[src/verilog/sfe_pkg.sv]
// sfe_pkg: opcodes, positions, masks and reset values.
// assumes: compiled before the other design files.
`default_nettype none

package sfe_pkg;

	// ----------------------------------------------------------------
	// operation codes
	// ----------------------------------------------------------------
	localparam logic [7:0] OP_WR_ENABLE = 8'h06;
	localparam logic [7:0] OP_WR_DISABLE = 8'h04;
	localparam logic [7:0] OP_VOL_WR_ENABLE = 8'h50;
	localparam logic [7:0] OP_STAT_LO_READ = 8'h05;
	localparam logic [7:0] OP_STAT_HI_READ = 8'h35;
	localparam logic [7:0] OP_STAT_WRITE = 8'h01;
	localparam logic [7:0] OP_PAGE_PROG = 8'h02;
	localparam logic [7:0] OP_ERASE_4K = 8'h20;
	localparam logic [7:0] OP_ERASE_32K = 8'h52;
	localparam logic [7:0] OP_ERASE_64K = 8'hd8;
	localparam logic [7:0] OP_CHIP_ERASE_A = 8'hc7;
	localparam logic [7:0] OP_CHIP_ERASE_B = 8'h60;
	localparam logic [7:0] OP_SUSPEND = 8'h75;
	localparam logic [7:0] OP_RESUME = 8'h7a;
	localparam logic [7:0] OP_POWER_DOWN = 8'hb9;
	localparam logic [7:0] OP_WAKE_ID = 8'hab;
	localparam logic [7:0] OP_READ = 8'h03;
	localparam logic [7:0] OP_FAST_READ = 8'h0b;
	localparam logic [7:0] OP_QUAD_ON = 8'h38;
	localparam logic [7:0] OP_QUAD_OFF = 8'hff;
	localparam logic [7:0] OP_RESET_ARM = 8'h66;
	localparam logic [7:0] OP_RESET_GO = 8'h99;

	// ----------------------------------------------------------------
	// byte positions inside a frame, status fields, region masks
	// ----------------------------------------------------------------
	localparam logic [3:0] IDX_ADDR_FIRST = 4'h1;
	localparam logic [3:0] IDX_ADDR_LAST = 4'h3;
	localparam logic [3:0] IDX_FAST_DATA = 4'h4;
	localparam logic [3:0] IDX_WAKE_DATA = 4'h3;
	localparam logic [3:0] IDX_PROG_DATA = 4'h4;
	localparam logic [3:0] IDX_STAT_LO = 4'h1;
	localparam logic [3:0] IDX_STAT_HI = 4'h2;
	localparam logic [3:0] IDX_SAT = 4'hf;
	localparam int SR_BUSY_POS = 0;
	localparam int SR_WEL_POS = 1;
	localparam logic [23:0] MASK_PAGE = 24'h0000ff;
	localparam logic [23:0] MASK_4K = 24'h000fff;
	localparam logic [23:0] MASK_32K = 24'h007fff;
	localparam logic [23:0] MASK_64K = 24'h00ffff;
	localparam logic [23:0] MASK_CHIP = 24'hffffff;

	// ----------------------------------------------------------------
	// reset values
	// ----------------------------------------------------------------
	localparam logic RST_QUAD = 1'b0;
	localparam logic RST_WEL = 1'b0;
	localparam logic RST_PDOWN = 1'b0;
	localparam logic RST_CS_N = 1'b1;

	// operation handed to the array engine
	typedef enum logic [3:0] {
		SFE_OP_NONE,
		SFE_OP_PROGRAM,
		SFE_OP_ERASE_4K,
		SFE_OP_ERASE_32K,
		SFE_OP_ERASE_64K,
		SFE_OP_ERASE_CHIP,
		SFE_OP_SUSPEND,
		SFE_OP_RESUME,
		SFE_OP_RESET,
		SFE_OP_CANCEL
	} sfe_op_t;

endpackage

`default_nettype wire

[src/verilog/sfe_buf2.sv]
// sfe_buf2: small valid/ready buffer for program data bytes.
// assumes: one clock.
`timescale 1ns/10ps
`default_nettype none

module sfe_buf2 #(
	parameter int W = 8,
	parameter int DEPTH = 2
) (
	// clock and reset
	input wire logic clk_sys,
	input wire logic reset_n,
	// fill side
	input wire logic in_valid,
	input wire logic [W-1:0] in_data,
	output logic in_ready,
	// drain side
	output logic out_valid,
	output logic [W-1:0] out_data,
	input wire logic out_ready
);
	localparam int AW = (DEPTH > 1) ? $clog2(DEPTH) : 1;
	localparam logic [AW:0] FULL_CNT = (AW + 1)'(DEPTH);
	localparam logic [AW-1:0] LAST = AW'(DEPTH - 1);

	logic [W-1:0] mem_q [DEPTH];
	logic [AW-1:0] wr_q, rd_q;
	logic [AW:0] cnt_q, cnt_d;
	logic full_q, empty_q, push, pop;

	assign push = in_valid & ~full_q;
	assign pop = out_ready & ~empty_q;
	assign in_ready = ~full_q;
	assign out_valid = ~empty_q;
	assign out_data = mem_q[rd_q];

	// occupancy after this cycle
	always_comb begin
		cnt_d = cnt_q;
		if (push & ~pop) cnt_d = cnt_q + 1'b1;
		if (pop & ~push) cnt_d = cnt_q - 1'b1;
	end

	// pointers and flags
	always_ff @(posedge clk_sys or negedge reset_n) begin
		if (!reset_n) begin
			wr_q <= '0;
			rd_q <= '0;
			cnt_q <= '0;
			full_q <= 1'b0;
			empty_q <= 1'b1;
		end else begin
			if (push) wr_q <= (wr_q == LAST) ? '0 : wr_q + 1'b1;
			if (pop) rd_q <= (rd_q == LAST) ? '0 : rd_q + 1'b1;
			cnt_q <= cnt_d;
			full_q <= (cnt_d == FULL_CNT);
			empty_q <= (cnt_d == '0);
		end
	end

	// storage
	always_ff @(posedge clk_sys) begin
		if (push) mem_q[wr_q] <= in_data;
	end
endmodule

`default_nettype wire

[src/verilog/sfe_frontend.sv]
// sfe_frontend: instruction front end of a serial nor flash.
// assumes: sclk phases of at least three clk_sys cycles;
// rd_data answers rd_req one cycle later;
// sclk idles low.
// Function
// (RULE1) cs falling starts frame; first byte opcode
// (RULE2) single-line: sample rising edge, msb first
// (RULE3) four-line mode takes opcode on all lines
// (RULE4) four-line: byte per two clocks, upper nibble
// (RULE5) act on command only at cs rise
// (RULE6) reads end anywhere; output stops at cs
// (RULE7) writes need whole bytes, else discarded
// (RULE8) busy: ignore all but status read; code takes only 05h, 75h and 7ah
// (RULE9) drop program/erase touching protected area
// (RULE10) 06h set, 04h clear latch, 50h volatile
// (RULE11) 75h suspends, 7ah resumes array operation
// (RULE12) abh wakes, returns code after dummies; b9h
// (RULE13) 24-bit address, three bytes, msb first
// (RULE14) 03h reads at once; 0bh one dummy
// (RULE15) erase opcodes 20h 52h d8h c7h 60h
// (RULE16) 05h/35h read status; 01h writes lo,hi
// (RULE17) 66h then 99h resets; 38h four-line
`timescale 1ns/10ps
`default_nettype none

module sfe_frontend #(
	parameter logic [7:0] DEV_CODE = 8'h5a, // arbitrary value
	parameter int BUF_DEPTH = 2
) (
	// clock and reset
	input wire logic clk_sys,
	input wire logic reset_n,
	// serial pins
	input wire logic spi_cs_n,
	input wire logic spi_sclk,
	input wire logic serial_in,
	input wire logic [3:0] io_in,
	output logic serial_out,
	output logic serial_out_oe,
	output logic [3:0] io_out,
	output logic [3:0] io_oe,
	// array engine state
	input wire logic busy,
	input wire logic [7:0] status_lo,
	input wire logic [7:0] status_hi,
	input wire logic prot_en,
	input wire logic [23:0] prot_lo,
	input wire logic [23:0] prot_hi,
	// array read
	output logic rd_req,
	output logic [23:0] rd_addr,
	input wire logic [7:0] rd_data,
	// program data stream
	output logic prog_valid,
	output logic [7:0] prog_data,
	input wire logic prog_ready,
	// commands to the array engine
	output logic cmd_go,
	output sfe_pkg::sfe_op_t cmd_op,
	output logic [23:0] cmd_addr,
	output logic sr_wr,
	output logic [15:0] sr_wr_data,
	output logic sr_wr_hi_en,
	output logic sr_wr_volatile,
	// mode flags
	output logic wr_en_latch,
	output logic power_down,
	output logic four_line_command_mode
);
	import sfe_pkg::*;

	// ----------------------------------------------------------------
	// helpers
	// ----------------------------------------------------------------

	// commands that must end on a byte boundary
	function automatic logic is_write_op(input logic [7:0] op);
		is_write_op = (op == OP_WR_ENABLE) || (op == OP_WR_DISABLE) ||
			(op == OP_VOL_WR_ENABLE) || (op == OP_STAT_WRITE) ||
			(op == OP_PAGE_PROG) || (op == OP_ERASE_4K) ||
			(op == OP_ERASE_32K) || (op == OP_ERASE_64K) ||
			(op == OP_CHIP_ERASE_A) || (op == OP_CHIP_ERASE_B);
	endfunction

	// size of the region a program or erase touches
	function automatic logic [23:0] op_mask(input logic [7:0] op);
		case (op)
			OP_PAGE_PROG: op_mask = MASK_PAGE;
			OP_ERASE_4K: op_mask = MASK_4K;
			OP_ERASE_32K: op_mask = MASK_32K;
			OP_ERASE_64K: op_mask = MASK_64K;
			default: op_mask = MASK_CHIP;
		endcase
	endfunction

	// ----------------------------------------------------------------
	// pin synchronisers and edges
	// ----------------------------------------------------------------
	logic cs_s, sclk_s, si_s;
	logic [3:0] io_s;
	logic cs_prev_q, sclk_prev_q;
	logic cs_fall, cs_rise, rise, fall;

	sfe_sync #(.W(1), .RST(RST_CS_N)) u_sync_cs (
		.clk_sys(clk_sys),
		.reset_n(reset_n),
		.d(spi_cs_n),
		.q(cs_s)
	);

	sfe_sync #(.W(6), .RST(6'h00)) u_sync_dat (
		.clk_sys(clk_sys),
		.reset_n(reset_n),
		.d({spi_sclk, serial_in, io_in}),
		.q({sclk_s, si_s, io_s})
	);

	// previous levels for edge detection
	always_ff @(posedge clk_sys or negedge reset_n) begin
		if (!reset_n) begin
			cs_prev_q <= RST_CS_N;
			sclk_prev_q <= 1'b0;
		end else begin
			cs_prev_q <= cs_s;
			sclk_prev_q <= sclk_s;
		end
	end

	assign cs_fall = ~cs_s & cs_prev_q;
	assign cs_rise = cs_s & ~cs_prev_q;
	assign rise = sclk_s & ~sclk_prev_q & ~cs_s;
	assign fall = ~sclk_s & sclk_prev_q & ~cs_s;

	// ----------------------------------------------------------------
	// input framing
	// ----------------------------------------------------------------
	logic quad_q, wel_q, vwe_q, pd_q, rst_arm_q, overrun_q;
	logic [7:0] shift_q, shift_d, opcode_q, cur_op;
	logic [2:0] bit_cnt_q, bit_step, bit_next;
	logic [3:0] byte_cnt_q;
	logic byte_done, ignore_q, block_op, live;
	logic [23:0] addr_q;
	logic [15:0] sr_buf_q;

	// one bit or one nibble per rising edge, msb first
	assign shift_d = quad_q ? {shift_q[3:0], io_s} // [RULE3] [RULE4]
		: {shift_q[6:0], si_s}; // [RULE2]
	assign bit_step = quad_q ? 3'h4 : 3'h1; // [RULE4]
	assign bit_next = bit_cnt_q + bit_step;
	assign byte_done = rise & (bit_next == 3'h0);
	assign cur_op = (byte_cnt_q == 4'h0) ? shift_d : opcode_q;

	// opcodes refused by a busy or sleeping device
	assign block_op = (busy & (shift_d != OP_STAT_LO_READ) & // [RULE8]
		(shift_d != OP_SUSPEND) & (shift_d != OP_RESUME)) |
		(pd_q & (shift_d != OP_WAKE_ID));
	assign live = byte_done &
		~((byte_cnt_q == 4'h0) ? block_op : ignore_q);

	// bit and byte counters, opcode capture
	always_ff @(posedge clk_sys or negedge reset_n) begin
		if (!reset_n) begin
			shift_q <= 8'h00;
			bit_cnt_q <= 3'h0;
			byte_cnt_q <= 4'h0;
			opcode_q <= 8'h00;
			ignore_q <= 1'b0;
		end else if (cs_fall) begin
			bit_cnt_q <= 3'h0; // [RULE1]
			byte_cnt_q <= 4'h0;
			ignore_q <= 1'b0;
		end else if (rise) begin
			shift_q <= shift_d;
			bit_cnt_q <= bit_next;
			if (byte_done && byte_cnt_q != IDX_SAT) byte_cnt_q <= byte_cnt_q + 4'h1;
			if (byte_done && byte_cnt_q == 4'h0) begin
				opcode_q <= shift_d; // [RULE1]
				ignore_q <= block_op; // [RULE8]
			end
		end
	end

	// address and status payload capture
	always_ff @(posedge clk_sys or negedge reset_n) begin
		if (!reset_n) begin
			addr_q <= 24'h000000;
			sr_buf_q <= 16'h0000;
		end else if (byte_done) begin
			if (opcode_q == OP_STAT_WRITE) begin
				if (byte_cnt_q == IDX_STAT_LO) sr_buf_q[7:0] <= shift_d; // [RULE16]
				if (byte_cnt_q == IDX_STAT_HI) sr_buf_q[15:8] <= shift_d; // [RULE16]
			end else if (byte_cnt_q >= IDX_ADDR_FIRST && byte_cnt_q <= IDX_ADDR_LAST) begin
				addr_q <= {addr_q[15:0], shift_d}; // [RULE13]
			end
		end
	end

	// ----------------------------------------------------------------
	// output data path
	// ----------------------------------------------------------------
	logic [7:0] out_q, load_val, stat_lo;
	logic load_now, req_now, req_first, hold_q;
	logic rd_req_q, rd_load_q, so_oe_q;
	logic [3:0] io_oe_q;
	logic [23:0] rd_addr_q, req_base;

	// pick the byte to send after this boundary
	always_comb begin
		stat_lo = status_lo;
		stat_lo[SR_WEL_POS] = wel_q;
		stat_lo[SR_BUSY_POS] = busy;
		load_now = 1'b0;
		load_val = 8'h00;
		req_now = 1'b0;
		req_first = 1'b0;
		req_base = addr_q;
		if (live) begin
			case (cur_op)
				OP_STAT_LO_READ: begin
					load_now = 1'b1; // [RULE16]
					load_val = stat_lo;
				end
				OP_STAT_HI_READ: begin
					load_now = 1'b1; // [RULE16]
					load_val = status_hi;
				end
				OP_WAKE_ID: begin
					load_now = (byte_cnt_q >= IDX_WAKE_DATA); // [RULE12]
					load_val = DEV_CODE;
				end
				OP_READ: begin
					req_now = (byte_cnt_q >= IDX_ADDR_LAST); // [RULE14]
					req_first = (byte_cnt_q == IDX_ADDR_LAST);
					req_base = {addr_q[15:0], shift_d};
				end
				OP_FAST_READ: begin
					req_now = (byte_cnt_q >= IDX_FAST_DATA); // [RULE14]
					req_first = (byte_cnt_q == IDX_FAST_DATA);
				end
				default: begin
					load_now = 1'b0;
				end
			endcase
		end
	end

	// array read requests, one byte ahead of the shifter
	always_ff @(posedge clk_sys or negedge reset_n) begin
		if (!reset_n) begin
			rd_req_q <= 1'b0;
			rd_load_q <= 1'b0;
			rd_addr_q <= 24'h000000;
		end else begin
			rd_req_q <= req_now;
			rd_load_q <= rd_req_q & ~cs_s;
			if (req_now) rd_addr_q <= req_first ? req_base : rd_addr_q + 24'h000001;
		end
	end

	// shifter: load at boundary, hold one falling edge, then shift
	always_ff @(posedge clk_sys or negedge reset_n) begin
		if (!reset_n) begin
			out_q <= 8'h00;
			hold_q <= 1'b0;
			so_oe_q <= 1'b0;
			io_oe_q <= 4'h0;
		end else if (cs_s) begin
			so_oe_q <= 1'b0; // [RULE6]
			io_oe_q <= 4'h0; // [RULE6]
			hold_q <= 1'b0;
		end else if (load_now || rd_load_q) begin
			out_q <= load_now ? load_val : rd_data;
			hold_q <= 1'b1;
			so_oe_q <= ~quad_q;
			io_oe_q <= {4{quad_q}}; // [RULE4]
		end else if (fall && (so_oe_q || io_oe_q[0])) begin
			if (hold_q) hold_q <= 1'b0;
			else if (quad_q) out_q <= {out_q[3:0], 4'h0}; // [RULE4]
			else out_q <= {out_q[6:0], 1'b0};
		end
	end

	// ----------------------------------------------------------------
	// program data into the buffer
	// ----------------------------------------------------------------
	logic push_q, buf_in_ready;
	logic [7:0] push_data_q;

	always_ff @(posedge clk_sys or negedge reset_n) begin
		if (!reset_n) begin
			push_q <= 1'b0;
			push_data_q <= 8'h00;
			overrun_q <= 1'b0;
		end else begin
			push_q <= live & (opcode_q == OP_PAGE_PROG) &
				(byte_cnt_q >= IDX_PROG_DATA) & wel_q;
			push_data_q <= shift_d;
			if (cs_fall) overrun_q <= 1'b0;
			else if (push_q && !buf_in_ready) overrun_q <= 1'b1;
		end
	end

	sfe_buf2 #(.W(8), .DEPTH(BUF_DEPTH)) u_buf (
		.clk_sys(clk_sys),
		.reset_n(reset_n),
		.in_valid(push_q),
		.in_data(push_data_q),
		.in_ready(buf_in_ready),
		.out_valid(prog_valid),
		.out_data(prog_data),
		.out_ready(prog_ready)
	);

	// ----------------------------------------------------------------
	// end of frame: decide and act
	// ----------------------------------------------------------------
	logic act, whole, done_ok, hit;
	logic [23:0] reg_lo, reg_hi;
	logic go_d, sr_go;
	sfe_op_t op_d;

	assign act = cs_rise & (byte_cnt_q != 4'h0) & ~ignore_q; // [RULE5]
	assign whole = (bit_cnt_q == 3'h0);
	assign done_ok = act & (~is_write_op(opcode_q) | whole); // [RULE7]
	assign reg_lo = addr_q & ~op_mask(opcode_q);
	assign reg_hi = addr_q | op_mask(opcode_q);
	assign hit = prot_en & (reg_lo <= prot_hi) & (reg_hi >= prot_lo); // [RULE9]
	assign sr_go = done_ok & (opcode_q == OP_STAT_WRITE) & (wel_q | vwe_q) &
		(byte_cnt_q > IDX_STAT_LO);

	// array operation to launch
	always_comb begin
		go_d = 1'b0;
		op_d = SFE_OP_NONE;
		case (opcode_q)
			OP_PAGE_PROG: begin
				if (done_ok && wel_q && byte_cnt_q > IDX_PROG_DATA && !hit && !overrun_q) begin
					go_d = 1'b1; // [RULE9]
					op_d = SFE_OP_PROGRAM;
				end else if (cs_rise && byte_cnt_q > IDX_PROG_DATA) begin
					go_d = 1'b1; // [RULE7]
					op_d = SFE_OP_CANCEL;
				end
			end
			OP_ERASE_4K, OP_ERASE_32K, OP_ERASE_64K: begin
				go_d = done_ok & wel_q & (byte_cnt_q == IDX_ADDR_LAST + 4'h1) & ~hit; // [RULE15]
				op_d = (opcode_q == OP_ERASE_4K) ? SFE_OP_ERASE_4K :
					(opcode_q == OP_ERASE_32K) ? SFE_OP_ERASE_32K : SFE_OP_ERASE_64K;
			end
			OP_CHIP_ERASE_A, OP_CHIP_ERASE_B: begin
				go_d = done_ok & wel_q & (byte_cnt_q == 4'h1) & ~prot_en; // [RULE15] [RULE9]
				op_d = SFE_OP_ERASE_CHIP;
			end
			OP_SUSPEND: begin
				go_d = done_ok; // [RULE11]
				op_d = SFE_OP_SUSPEND;
			end
			OP_RESUME: begin
				go_d = done_ok; // [RULE11]
				op_d = SFE_OP_RESUME;
			end
			OP_RESET_GO: begin
				go_d = done_ok & rst_arm_q; // [RULE17]
				op_d = SFE_OP_RESET;
			end
			default: begin
				go_d = 1'b0;
			end
		endcase
	end

	// launch pulses toward the array engine
	always_ff @(posedge clk_sys or negedge reset_n) begin
		if (!reset_n) begin
			cmd_go <= 1'b0;
			cmd_op <= SFE_OP_NONE;
			cmd_addr <= 24'h000000;
			sr_wr <= 1'b0;
			sr_wr_data <= 16'h0000;
			sr_wr_hi_en <= 1'b0;
			sr_wr_volatile <= 1'b0;
		end else begin
			cmd_go <= go_d;
			if (go_d) cmd_op <= op_d;
			if (go_d) cmd_addr <= addr_q;
			sr_wr <= sr_go; // [RULE16]
			if (sr_go) begin
				sr_wr_data <= sr_buf_q;
				sr_wr_hi_en <= (byte_cnt_q > IDX_STAT_HI);
				sr_wr_volatile <= vwe_q & ~wel_q;
			end
		end
	end

	// latches and modes changed by finished commands
	always_ff @(posedge clk_sys or negedge reset_n) begin
		if (!reset_n) begin
			wel_q <= RST_WEL;
			vwe_q <= 1'b0;
			quad_q <= RST_QUAD;
			pd_q <= RST_PDOWN;
			rst_arm_q <= 1'b0;
		end else if (done_ok) begin
			rst_arm_q <= (opcode_q == OP_RESET_ARM); // [RULE17]
			case (opcode_q)
				OP_WR_ENABLE: wel_q <= 1'b1; // [RULE10]
				OP_WR_DISABLE: wel_q <= 1'b0; // [RULE10]
				OP_VOL_WR_ENABLE: vwe_q <= 1'b1; // [RULE10]
				OP_QUAD_ON: quad_q <= 1'b1; // [RULE17]
				OP_QUAD_OFF: quad_q <= 1'b0;
				OP_POWER_DOWN: pd_q <= 1'b1; // [RULE12]
				OP_WAKE_ID: pd_q <= 1'b0; // [RULE12]
				OP_RESET_GO: begin
					if (rst_arm_q) begin
						wel_q <= RST_WEL; // [RULE17]
						vwe_q <= 1'b0;
						quad_q <= RST_QUAD;
					end
				end
				default: begin
					if (go_d && op_d != SFE_OP_SUSPEND && op_d != SFE_OP_RESUME) wel_q <= 1'b0;
					if (sr_go) begin
						wel_q <= 1'b0;
						vwe_q <= 1'b0;
					end
				end
			endcase
		end
	end

	// ----------------------------------------------------------------
	// outputs
	// ----------------------------------------------------------------
	assign serial_out = out_q[7]; // [RULE2]
	assign serial_out_oe = so_oe_q;
	assign io_out = out_q[7:4]; // [RULE4]
	assign io_oe = io_oe_q;
	assign rd_req = rd_req_q;
	assign rd_addr = rd_addr_q;
	assign wr_en_latch = wel_q;
	assign power_down = pd_q;
	assign four_line_command_mode = quad_q;
endmodule

`default_nettype wire

[src/verilog/sfe_sync.sv]
// sfe_sync: two flip-flop synchroniser for pin levels.
// assumes: inputs are asynchronous levels, not pulses.
`timescale 1ns/10ps
`default_nettype none

module sfe_sync #(
	parameter int W = 1,
	parameter logic [W-1:0] RST = '0
) (
	// clock and reset
	input wire logic clk_sys,
	input wire logic reset_n,
	// levels
	input wire logic [W-1:0] d,
	output logic [W-1:0] q
);
	logic [W-1:0] meta_q;

	// first stage feeds only the second
	always_ff @(posedge clk_sys or negedge reset_n) begin
		if (!reset_n) begin
			meta_q <= RST;
			q <= RST;
		end else begin
			meta_q <= d;
			q <= meta_q;
		end
	end
endmodule

`default_nettype wire
[config.mk]
export PLATFORM = sky130hd
export DESIGN_NAME = sfe_frontend
export DESIGN_NICKNAME = d
export VERILOG_FILES = /design/src/verilog/sfe_pkg.sv /design/src/verilog/sfe_buf2.sv /design/src/verilog/sfe_frontend.sv /design/src/verilog/sfe_sync.sv
export SDC_FILE = /design/constraint.sdc
export NUM_CORES = 1
export LEC_CHECK = 0
export BUFFER_PORTS_ARGS = -buffer_cell sky130_fd_sc_hd__clkbuf_2
export CAP_MARGIN = 10
export CORE_MARGIN = 4
export CORE_UTILIZATION = 50
export CTS_BUF_LIST = sky130_fd_sc_hd__clkbuf_4 sky130_fd_sc_hd__clkbuf_8 sky130_fd_sc_hd__clkbuf_16
export DETAILED_ROUTE_END_ITERATION = 8
export GPL_TIMING_DRIVEN = 1
export PLACE_DENSITY = 0.72
export SLEW_MARGIN = 20
export SYNTH_ARGS = -nofsm -noshare
export SYNTH_HDL_FRONTEND = slang
export SYNTH_HIERARCHICAL = 1
export SYNTH_SLANG_ARGS = --single-unit
export TNS_END_PERCENT = 30
[constraint.sdc]
create_clock -name clk_sys -period 7.1 [get_ports clk_sys]
set_input_delay 0 -clock clk_sys [delete_from_list [all_inputs] [get_ports clk_sys]]
set_output_delay 0 -clock clk_sys [all_outputs]
set_load 0.05 [all_outputs]
==> reports/metrics.cfg, run 1 <==
[outcome]
outcome=finished clean

[sta]
setup_viol_count_final=0
final.period_utilization_pct=77.0
period_needed_ns=5.47
fin_tns_setup_ns=0
clock-skew-final_ns=0.0141
tightestPinTransition_ns=1.11
rsz_0062_raised_after_global_routing=false
fmax_ghz=0.183
final_hold_viol_count=0
finalMaxSlewViolations=0
slew_headroom_pct=25.9

[route]
met2RoutedLength_um=12700
first_iter_violations=750
remaining_drc_errors=0
post_drt_via_cell_ratio=5.63
drt_pre_antenna_iters=5
routedWlPerCell_um=17.5
route.layer.met1.wl_um=12700
antenna_left=0
dr_total_vias=8888
route.met3.wl_um=1760
dr.max_layer_used=met4
routed_wl_um=27600

[worst_setup_path]
worstSetupEndpointType=register
critPathSlowestCell=nor2b_1
timing.critical_path.cells=nor2_1 -> and3_1 -> or2_0 -> nor2b_1 -> nor2b_1 -> ha_1 -> and4_1 -> nand4_1 -> a21oi_1 -> or4b_2 -> a32oi_1 -> o2111ai_1 -> o21ai_2 -> buf_4 -> mux2_2
startpoint=opcode_q[3]
cp_data_arrival_time_ns=5.84
crit_fanout=29
r2r_start=opcode_q[3]
sort_of_element_at_the_start_of_the_critical_path=register
worst_ep_required_time_ns=7.47
worst-setup-path-type=register to register
critical-path-max-stage-delay_ns=0.83
most_frequent_cp_cell=nor2b_1

[die]
fp.dieH_um=155
die_x_extent_um=155
floorplan.core_area_mm2=0.0212
initial_core_util_pct=51.0
floorplan.die_area_mm2=0.0240
row_count=53
floorplan.io_pins=179

[placement]
detailedPlacementHpwl_um=19800
place.port_buffers=176
dpl-instance-area_mm2=0.0118
final_replace_weighted_congestion=0.904

[finish]
finish.net_count=1411
flow.area_growth_from_synthesis_pct=19.3
drive_gt1_share_pct=24.7
final_cell_area_mm2=0.0129
diodes=0

[min_path]
hold_path_startpoint=io_in[0]
worstHoldPathType=input port to register

[synth]
postSynthCellCount=1109
synth.yosys.seq_area_share_pct=47.4
async_flop_share_pct=92.0
postSynthAreaPerCell_um2=9.73
ys_seq_elements=201
synth_enable_flop_cells=16
yosys.cell_types.count=85
ys_top_cells_by_area=dfrtp_1 (42%), mux2_2 (6.2%), nand2_1 (5.1%)
netlist_area_mm2=0.0108
ys.flop_type=dfrtp_1
yosysWarningCount=6
postSynthNetCount=1231
synth_area_leader_cell=dfrtp_1
post-synth-top-area-fraction_pct=42.0

[cts]
cts_post_setup_buffers_inserted=0
cts-htree-levels=1
cts.path.max_buffers=3
clock_latency_ns=0.50
path_clk_slew_ns=0.06
cts_tree=done
cts_root_buffer=clkbuf_16
numCtsBuffers=22
clkSinkCount=201
post_cts_resized=0

[global_route]
antenna_found_initial=0
globalRoute.totalOverflow=0
first_global_vias=8546
global_route_wire_length_before_repair_um=44700
grt_max_degree=112
grt_usage_pct=22.6

[pwr]
ir_drop_uv=176
p_per_area_mw_per_mm2=227
power.leakage_uw=0.00627

[flow_run]
max_cap_violations=0

worst max-delay path, delay by kind of cell, from the launching register on:
kind / cells / cell delay, ns
AND/OR/NAND/NOR: 8 / 2.88
buffers and inverters: 1 / 0.36
AO/OA/AOI/OAI: 4 / 0.72
flip-flops: 1 / 0.64
adder cells (fa/ha/maj): 1 / 0.35
multiplexers: 1 / 0.39
area by class of cell:
cell class	instances	area, um^2
Inverter	60	225
Fill cell	1788	8280
Tap cell	275	344
Multi-Input combinational cell	786	5120
Sequential cell	201	5110
Clock inverter	8	124
Clock buffer	32	668
Timing Repair Buffer	218	1280
kinds of logic after synthesis:
group | synth area share, %
compound gates | 13.7
fa+ha+maj | 4.41
buf+inv | 5.25
simple gates | 20.1
xor+xnor | 0.649
mux | 8.52
flops | 47.4
metrics by stage:
| stage | power [uW] | hold WS (ns) | util [%] | std cells | setup WS (ns) |
|---|---|---|---|---|---|
| 3_5_place_dp | 1710 | 0.0891 | 55.7 | 1511 | 1.68 |
| 6_report | 2920 | 0.142 | 60.9 | 1580 | 1.63 |
| 2_1_floorplan | 1570 | -0.296 | - | 1109 | 2.66 |
| 5_1_grt | 3050 | 0.151 | 60.9 | 1580 | 1.30 |
| 4_1_cts | 2940 | 0.127 | 60.8 | 1580 | 1.66 |
| 3_3_place_gp | 1700 | 0.0881 | 55.7 | 1511 | 1.77 |
synthesized netlist by cell type (8+ instances only):
cell type and instances:
nor3_1 13, clkbuf_1 25, or4_1 9, mux2_2 59, ha_1 38, nor4_1 12, o21a_1 8, edfxtp_1 16
or2_2 9, and3_1 9, nand2_1 148, nor2b_1 18, buf_2 18, a21oi_1 85, dfrtp_1 181, o21ai_0 56
nor2_1 70, o211ai_1 9, or3_1 10, nand2b_1 16, mux2i_1 20, buf_4 13, and2_1 12, nand3_1 30
inv_1 60, a21o_1 8, nand4_1 22, o21ai_1 17
cell usage in the layout, fill, tap and decap left out, drive strengths merged, types with 15 or more instances in the layout:
master       synthesis  layout
clkbuf              25     208
o21ai               73      73
nand2b              17      17
mux2i               24      24
mux2                59      59
dlygate4sd3          0      29
edfxtp              16      16
a21oi               85      85
nand4               22      22
nor3                15      15
nand2              149     149
nor2b               18      18
nand3               31      31
inv                 60      61
nor2                71      71
ha                  38      38
dfrtp              181     181
where the power goes:
part           switching (uW)  total [uW]  internal, uW
clock                     455        1220           764
combinational             242         406           164
sequential               78.3        1300          1220
final timing paths:
check                           slack (ns)                   end  depth (start not counted)
worst max-delay path                  1.63          cmd_addr[15]                         15
worst min-delay path                  0.14  u_sync_dat/meta_q[0]                          2
worst max register to register        1.63          cmd_addr[15]                         15
worst min register to register        0.35       u_sync_dat/q[2]                          0
max in group asynchronous             5.41          cmd_addr[16]                          3
min in group asynchronous             0.16       u_sync_dat/q[0]                          2
registers in the layout (all words and copies together) (netlist names), 2 cells and up:
signal             count
addr_q                24
bit_cnt_q              3
byte_cnt_q             4
cmd_addr              24
cmd_op                 4
opcode_q               8
out_q                  8
push_data_q            8
rd_addr               24
shift_q                7
sr_buf_q              16
sr_wr_data            16
u_buf/cnt_q            2
u_buf/mem_q           16
u_sync_dat/meta_q      6
u_sync_dat/q           6
metal layers:
layer	global-route usage (%)	vias up
met5	0	-
met2	35.4	291
li1	-	4316
met4	5.17	0
met3	3.39	40
met1	33.5	4241
what timing repair did:
| action | in CTS | in global routing |
|---|---|---|
| hold buffers | 29 | 0 |
| hold endpoints to repair | 127 | 0 |
| setup endpoints to repair | 0 | 0 |
Power figures use the tool's default switching activity.
==> run 2: changes to the inputs <==
--- a/config.mk
+++ b/config.mk
@@ -5,6 +5,7 @@
 export SDC_FILE = /design/constraint.sdc
 export NUM_CORES = 1
 export LEC_CHECK = 0
+export ABC_AREA = 1
 export BUFFER_PORTS_ARGS = -buffer_cell sky130_fd_sc_hd__clkbuf_2
 export CAP_MARGIN = 10
 export CORE_MARGIN = 4
@@ -12,7 +13,7 @@
 export CTS_BUF_LIST = sky130_fd_sc_hd__clkbuf_4 sky130_fd_sc_hd__clkbuf_8 sky130_fd_sc_hd__clkbuf_16
 export DETAILED_ROUTE_END_ITERATION = 8
 export GPL_TIMING_DRIVEN = 1
-export PLACE_DENSITY = 0.72
+export PLACE_DENSITY = 0.75
 export SLEW_MARGIN = 20
 export SYNTH_ARGS = -nofsm -noshare
 export SYNTH_HDL_FRONTEND = slang
==> constraint.sdc (replaced) <==
create_clock -name clk_sys -period 4.6 [get_ports clk_sys]
set_input_delay 0 -clock clk_sys [delete_from_list [all_inputs] [get_ports clk_sys]]
set_output_delay 0 -clock clk_sys [all_outputs]
set_load 0.05 [all_outputs]
==> run 2 against run 1 <==
Net effect:
- clock skew is 0.0048 ns lower
- highest routed layer unchanged
- synthesized cell count is 36% higher
- combinational power is 17% lower
- cell area is 2.4% higher
- non-clock buffer count is 7 lower
- clock power is 35% higher
- final cell count is 26% higher
- total power is 31% higher
- routed wire length is 8.8% higher
- core utilization is 0.83 points lower
- sequential cell count stayed put
- largest power group unchanged
==> reports/metrics.cfg, run 2 <==
[synth]
synth_area_leader_cell=dfrtp_1
post-synth-top-area-fraction_pct=40.3
synth.yosys.seq_area_share_pct=45.6
async_flop_share_pct=92.0
ys.flop_type=dfrtp_1
ys_top_cells_by_area=dfrtp_1 (40%), nand2_1 (19%), o21ai_0 (5.2%)
postSynthCellCount=1507
yosys.cell_types.count=46
synth_enable_flop_cells=16
ys_seq_elements=201
postSynthAreaPerCell_um2=7.45
postSynthNetCount=1629
yosysWarningCount=6
synth_commonest_cells=nand2_1 (575), dfrtp_1 (181), inv_1 (143)
netlist_area_mm2=0.0112
post-synth-top-count-cell=nand2_1

[global_route]
grt_usage_pct=24.1
grt_max_degree=97
first_global_vias=9801
globalRoute.totalOverflow=0
global_route_wire_length_before_repair_um=48900
antenna_found_initial=0

[finish]
commonest_non_fill_non_tap_cell_in_the_layout=nand2_1
finish.net_count=1812
diodes=0
flow.area_growth_from_synthesis_pct=17.4
mostFrequentLayoutCells=nand2_1 (575), dfrtp_1 (181), clkbuf_2 (175), inv_1 (143), o21ai_0 (117)
drive_gt1_share_pct=16.4

[die]
floorplan.core_area_mm2=0.0220
row_count=54
fp.dieH_um=158
die_x_extent_um=158
initial_core_util_pct=51.1
floorplan.die_area_mm2=0.0249
floorplan.io_pins=179

[placement]
detailedPlacementHpwl_um=22100
final_replace_weighted_congestion=0.957
place.port_buffers=176

[pwr]
power.sequential.fraction_pct=48.2
ir_drop_uv=206
intPower_uw=2890
power.clock.fraction_pct=42.9
switching_share_pct=24.7
p_per_area_mw_per_mm2=291
combPwrFrac_pct=8.8
power.total_uw=3840
power_switching_uw=949
power.leakage_uw=0.00678

[worst_setup_path]
worstSetupEndpointType=register
worst_ep_required_time_ns=4.99
critical-path-max-stage-delay_ns=0.56
startpoint=four_line_command_mode
r2r_end=out_q[1]
r2r_start=four_line_command_mode
worst-setup-path-type=register to register
capture_point_of_the_critical_path=out_q[1]
reg2reg_depth=17
timing.critical_path.cells=inv_1 -> ha_1 -> ha_1 -> xnor2_1 -> xor2_1 -> nand2_1 -> inv_1 -> nand2_1 -> a21oi_1 -> nand2_1 -> nand2_4 -> nand2_2 -> nand3b_1 -> nand3_1 -> dlygate4sd3_1 -> nand2_1 -> nand2_1
most_frequent_cp_cell=nand2_1
sort_of_element_at_the_start_of_the_critical_path=register
critPathSlowestCell=dlygate4sd3_1
cp_data_arrival_time_ns=4.39
crit_fanout=52
worst-r2r-setup-slack_ns=0.59

[cts]
cts_post_setup_buffers_inserted=0
post_cts_resized=0
cts_tree=done
cts_root_buffer=clkbuf_16
cts.hold.buffers_added=27
cts.path.max_buffers=3
path_clk_slew_ns=0.06
cts-htree-levels=1
clkSinkCount=201
clock_latency_ns=0.50
numCtsBuffers=23

[sta]
rsz_0062_raised_after_global_routing=false
slew_headroom_pct=50.6
finalMaxSlewViolations=0
final.period_utilization_pct=87.1
setup_viol_count_final=0
tightestPinTransition_ns=0.741
fmax_ghz=0.250
period_needed_ns=4.01
clock-skew-final_ns=0.00930
fin_tns_setup_ns=0
final_hold_viol_count=0

[flow_run]
max_cap_violations=0

[route]
post_drt_via_cell_ratio=5.16
routedWlPerCell_um=15.2
first_iter_violations=800
routed_wl_um=30100
antenna_left=0
dr_total_vias=10245
remaining_drc_errors=0
drt_pre_antenna_iters=5

[outcome]
outcome=finished clean

[min_path]
worstHoldPathType=input port to async pin

run 2: cell count changes in the layout (fill, tap and decap cells not counted), sizes merged, moves of 31 or more:
cell	before	now
a21oi	85	23
inv	61	155
mux2	59	0
nand2	149	591
nand3	31	62
nor2	71	115
o21ai	73	175
run 2: cells by family after synthesis:
kind of cell,share of synthesized area [%]
and+or+nand+nor,30.3
buffers and inverters,8.16
AOI/OAI and AO/OA,9.98
DFF,45.6
adders and majority gates,4.24
xor gates and xnor gates,1.72
muxes,0.0892
run 2: critical path, delay by kind of cell, from the launching register on:
| family | cells | cell delay, ns |
|---|---|---|
| buffers and inverters | 3 | 1.08 |
| flip-flops | 1 | 0.38 |
| AND/OR/NAND/NOR | 9 | 1.53 |
| AO/OA/AOI/OAI | 1 | 0.12 |
| XOR/XNOR | 2 | 0.37 |
| adder cells (fa/ha/maj) | 2 | 0.39 |
run 2: power groups by stage:
stage / combinational, uW / sequential, uW / clock (uW)
6_report: 338 / 1850 / 1650
5_1_grt: 381 / 1850 / 1750
4_1_cts: 337 / 1850 / 1690
3_5_place_dp: 323 / 1880 / 0
3_3_place_gp: 316 / 1880 / 0
2_1_floorplan: 192 / 1880 / 0
run 2: area by class of cell:
| class | count | area, um^2 |
|---|---|---|
| Sequential cell | 201 | 5110 |
| Inverter | 159 | 598 |
| Fill cell | 1968 | 8770 |
| Timing Repair Buffer | 211 | 1240 |
| Clock buffer | 28 | 613 |
| Clock inverter | 11 | 67.6 |
| Tap cell | 280 | 350 |
| Multi-Input combinational cell | 1094 | 5190 |
run 2: per-stage QoR:
| stage | area, um^2 | utilization (%) | std cells | setup WS [ns] | hold slack, ns |
|---|---|---|---|---|---|
| floorplan | 11200 | - | 1507 | 1.47 | -0.296 |
| global placement | 12200 | 55.7 | 1918 | 0.829 | 0.0988 |
| detailed placement | 12200 | 55.7 | 1918 | 0.769 | 0.102 |
| CTS | 13200 | 60.0 | 1984 | 0.564 | 0.104 |
| global route | 13200 | 60.0 | 1984 | 0.308 | 0.129 |
| finish | 13200 | 60.0 | 1984 | 0.594 | 0.127 |
run 2: worst min-delay path by stage:
stage                                end      from
floorplan                      addr_q[0]   reset_n
global placement        u_sync_cs/meta_q  spi_cs_n
detailed placement      u_sync_cs/meta_q  spi_cs_n
CTS                               cmd_go   prot_en
global route                      cmd_go   prot_en
finish              u_sync_dat/meta_q[0]   reset_n
run 2: per-layer routing:
layer	vias to the layer above	global-route usage [%]	share of wire (%)
met5	-	0	0
met4	0	8.40	3.6
met3	69	3.01	6.3
li1	5138	-	-
met1	4676	34.0	45
met2	362	38.7	45
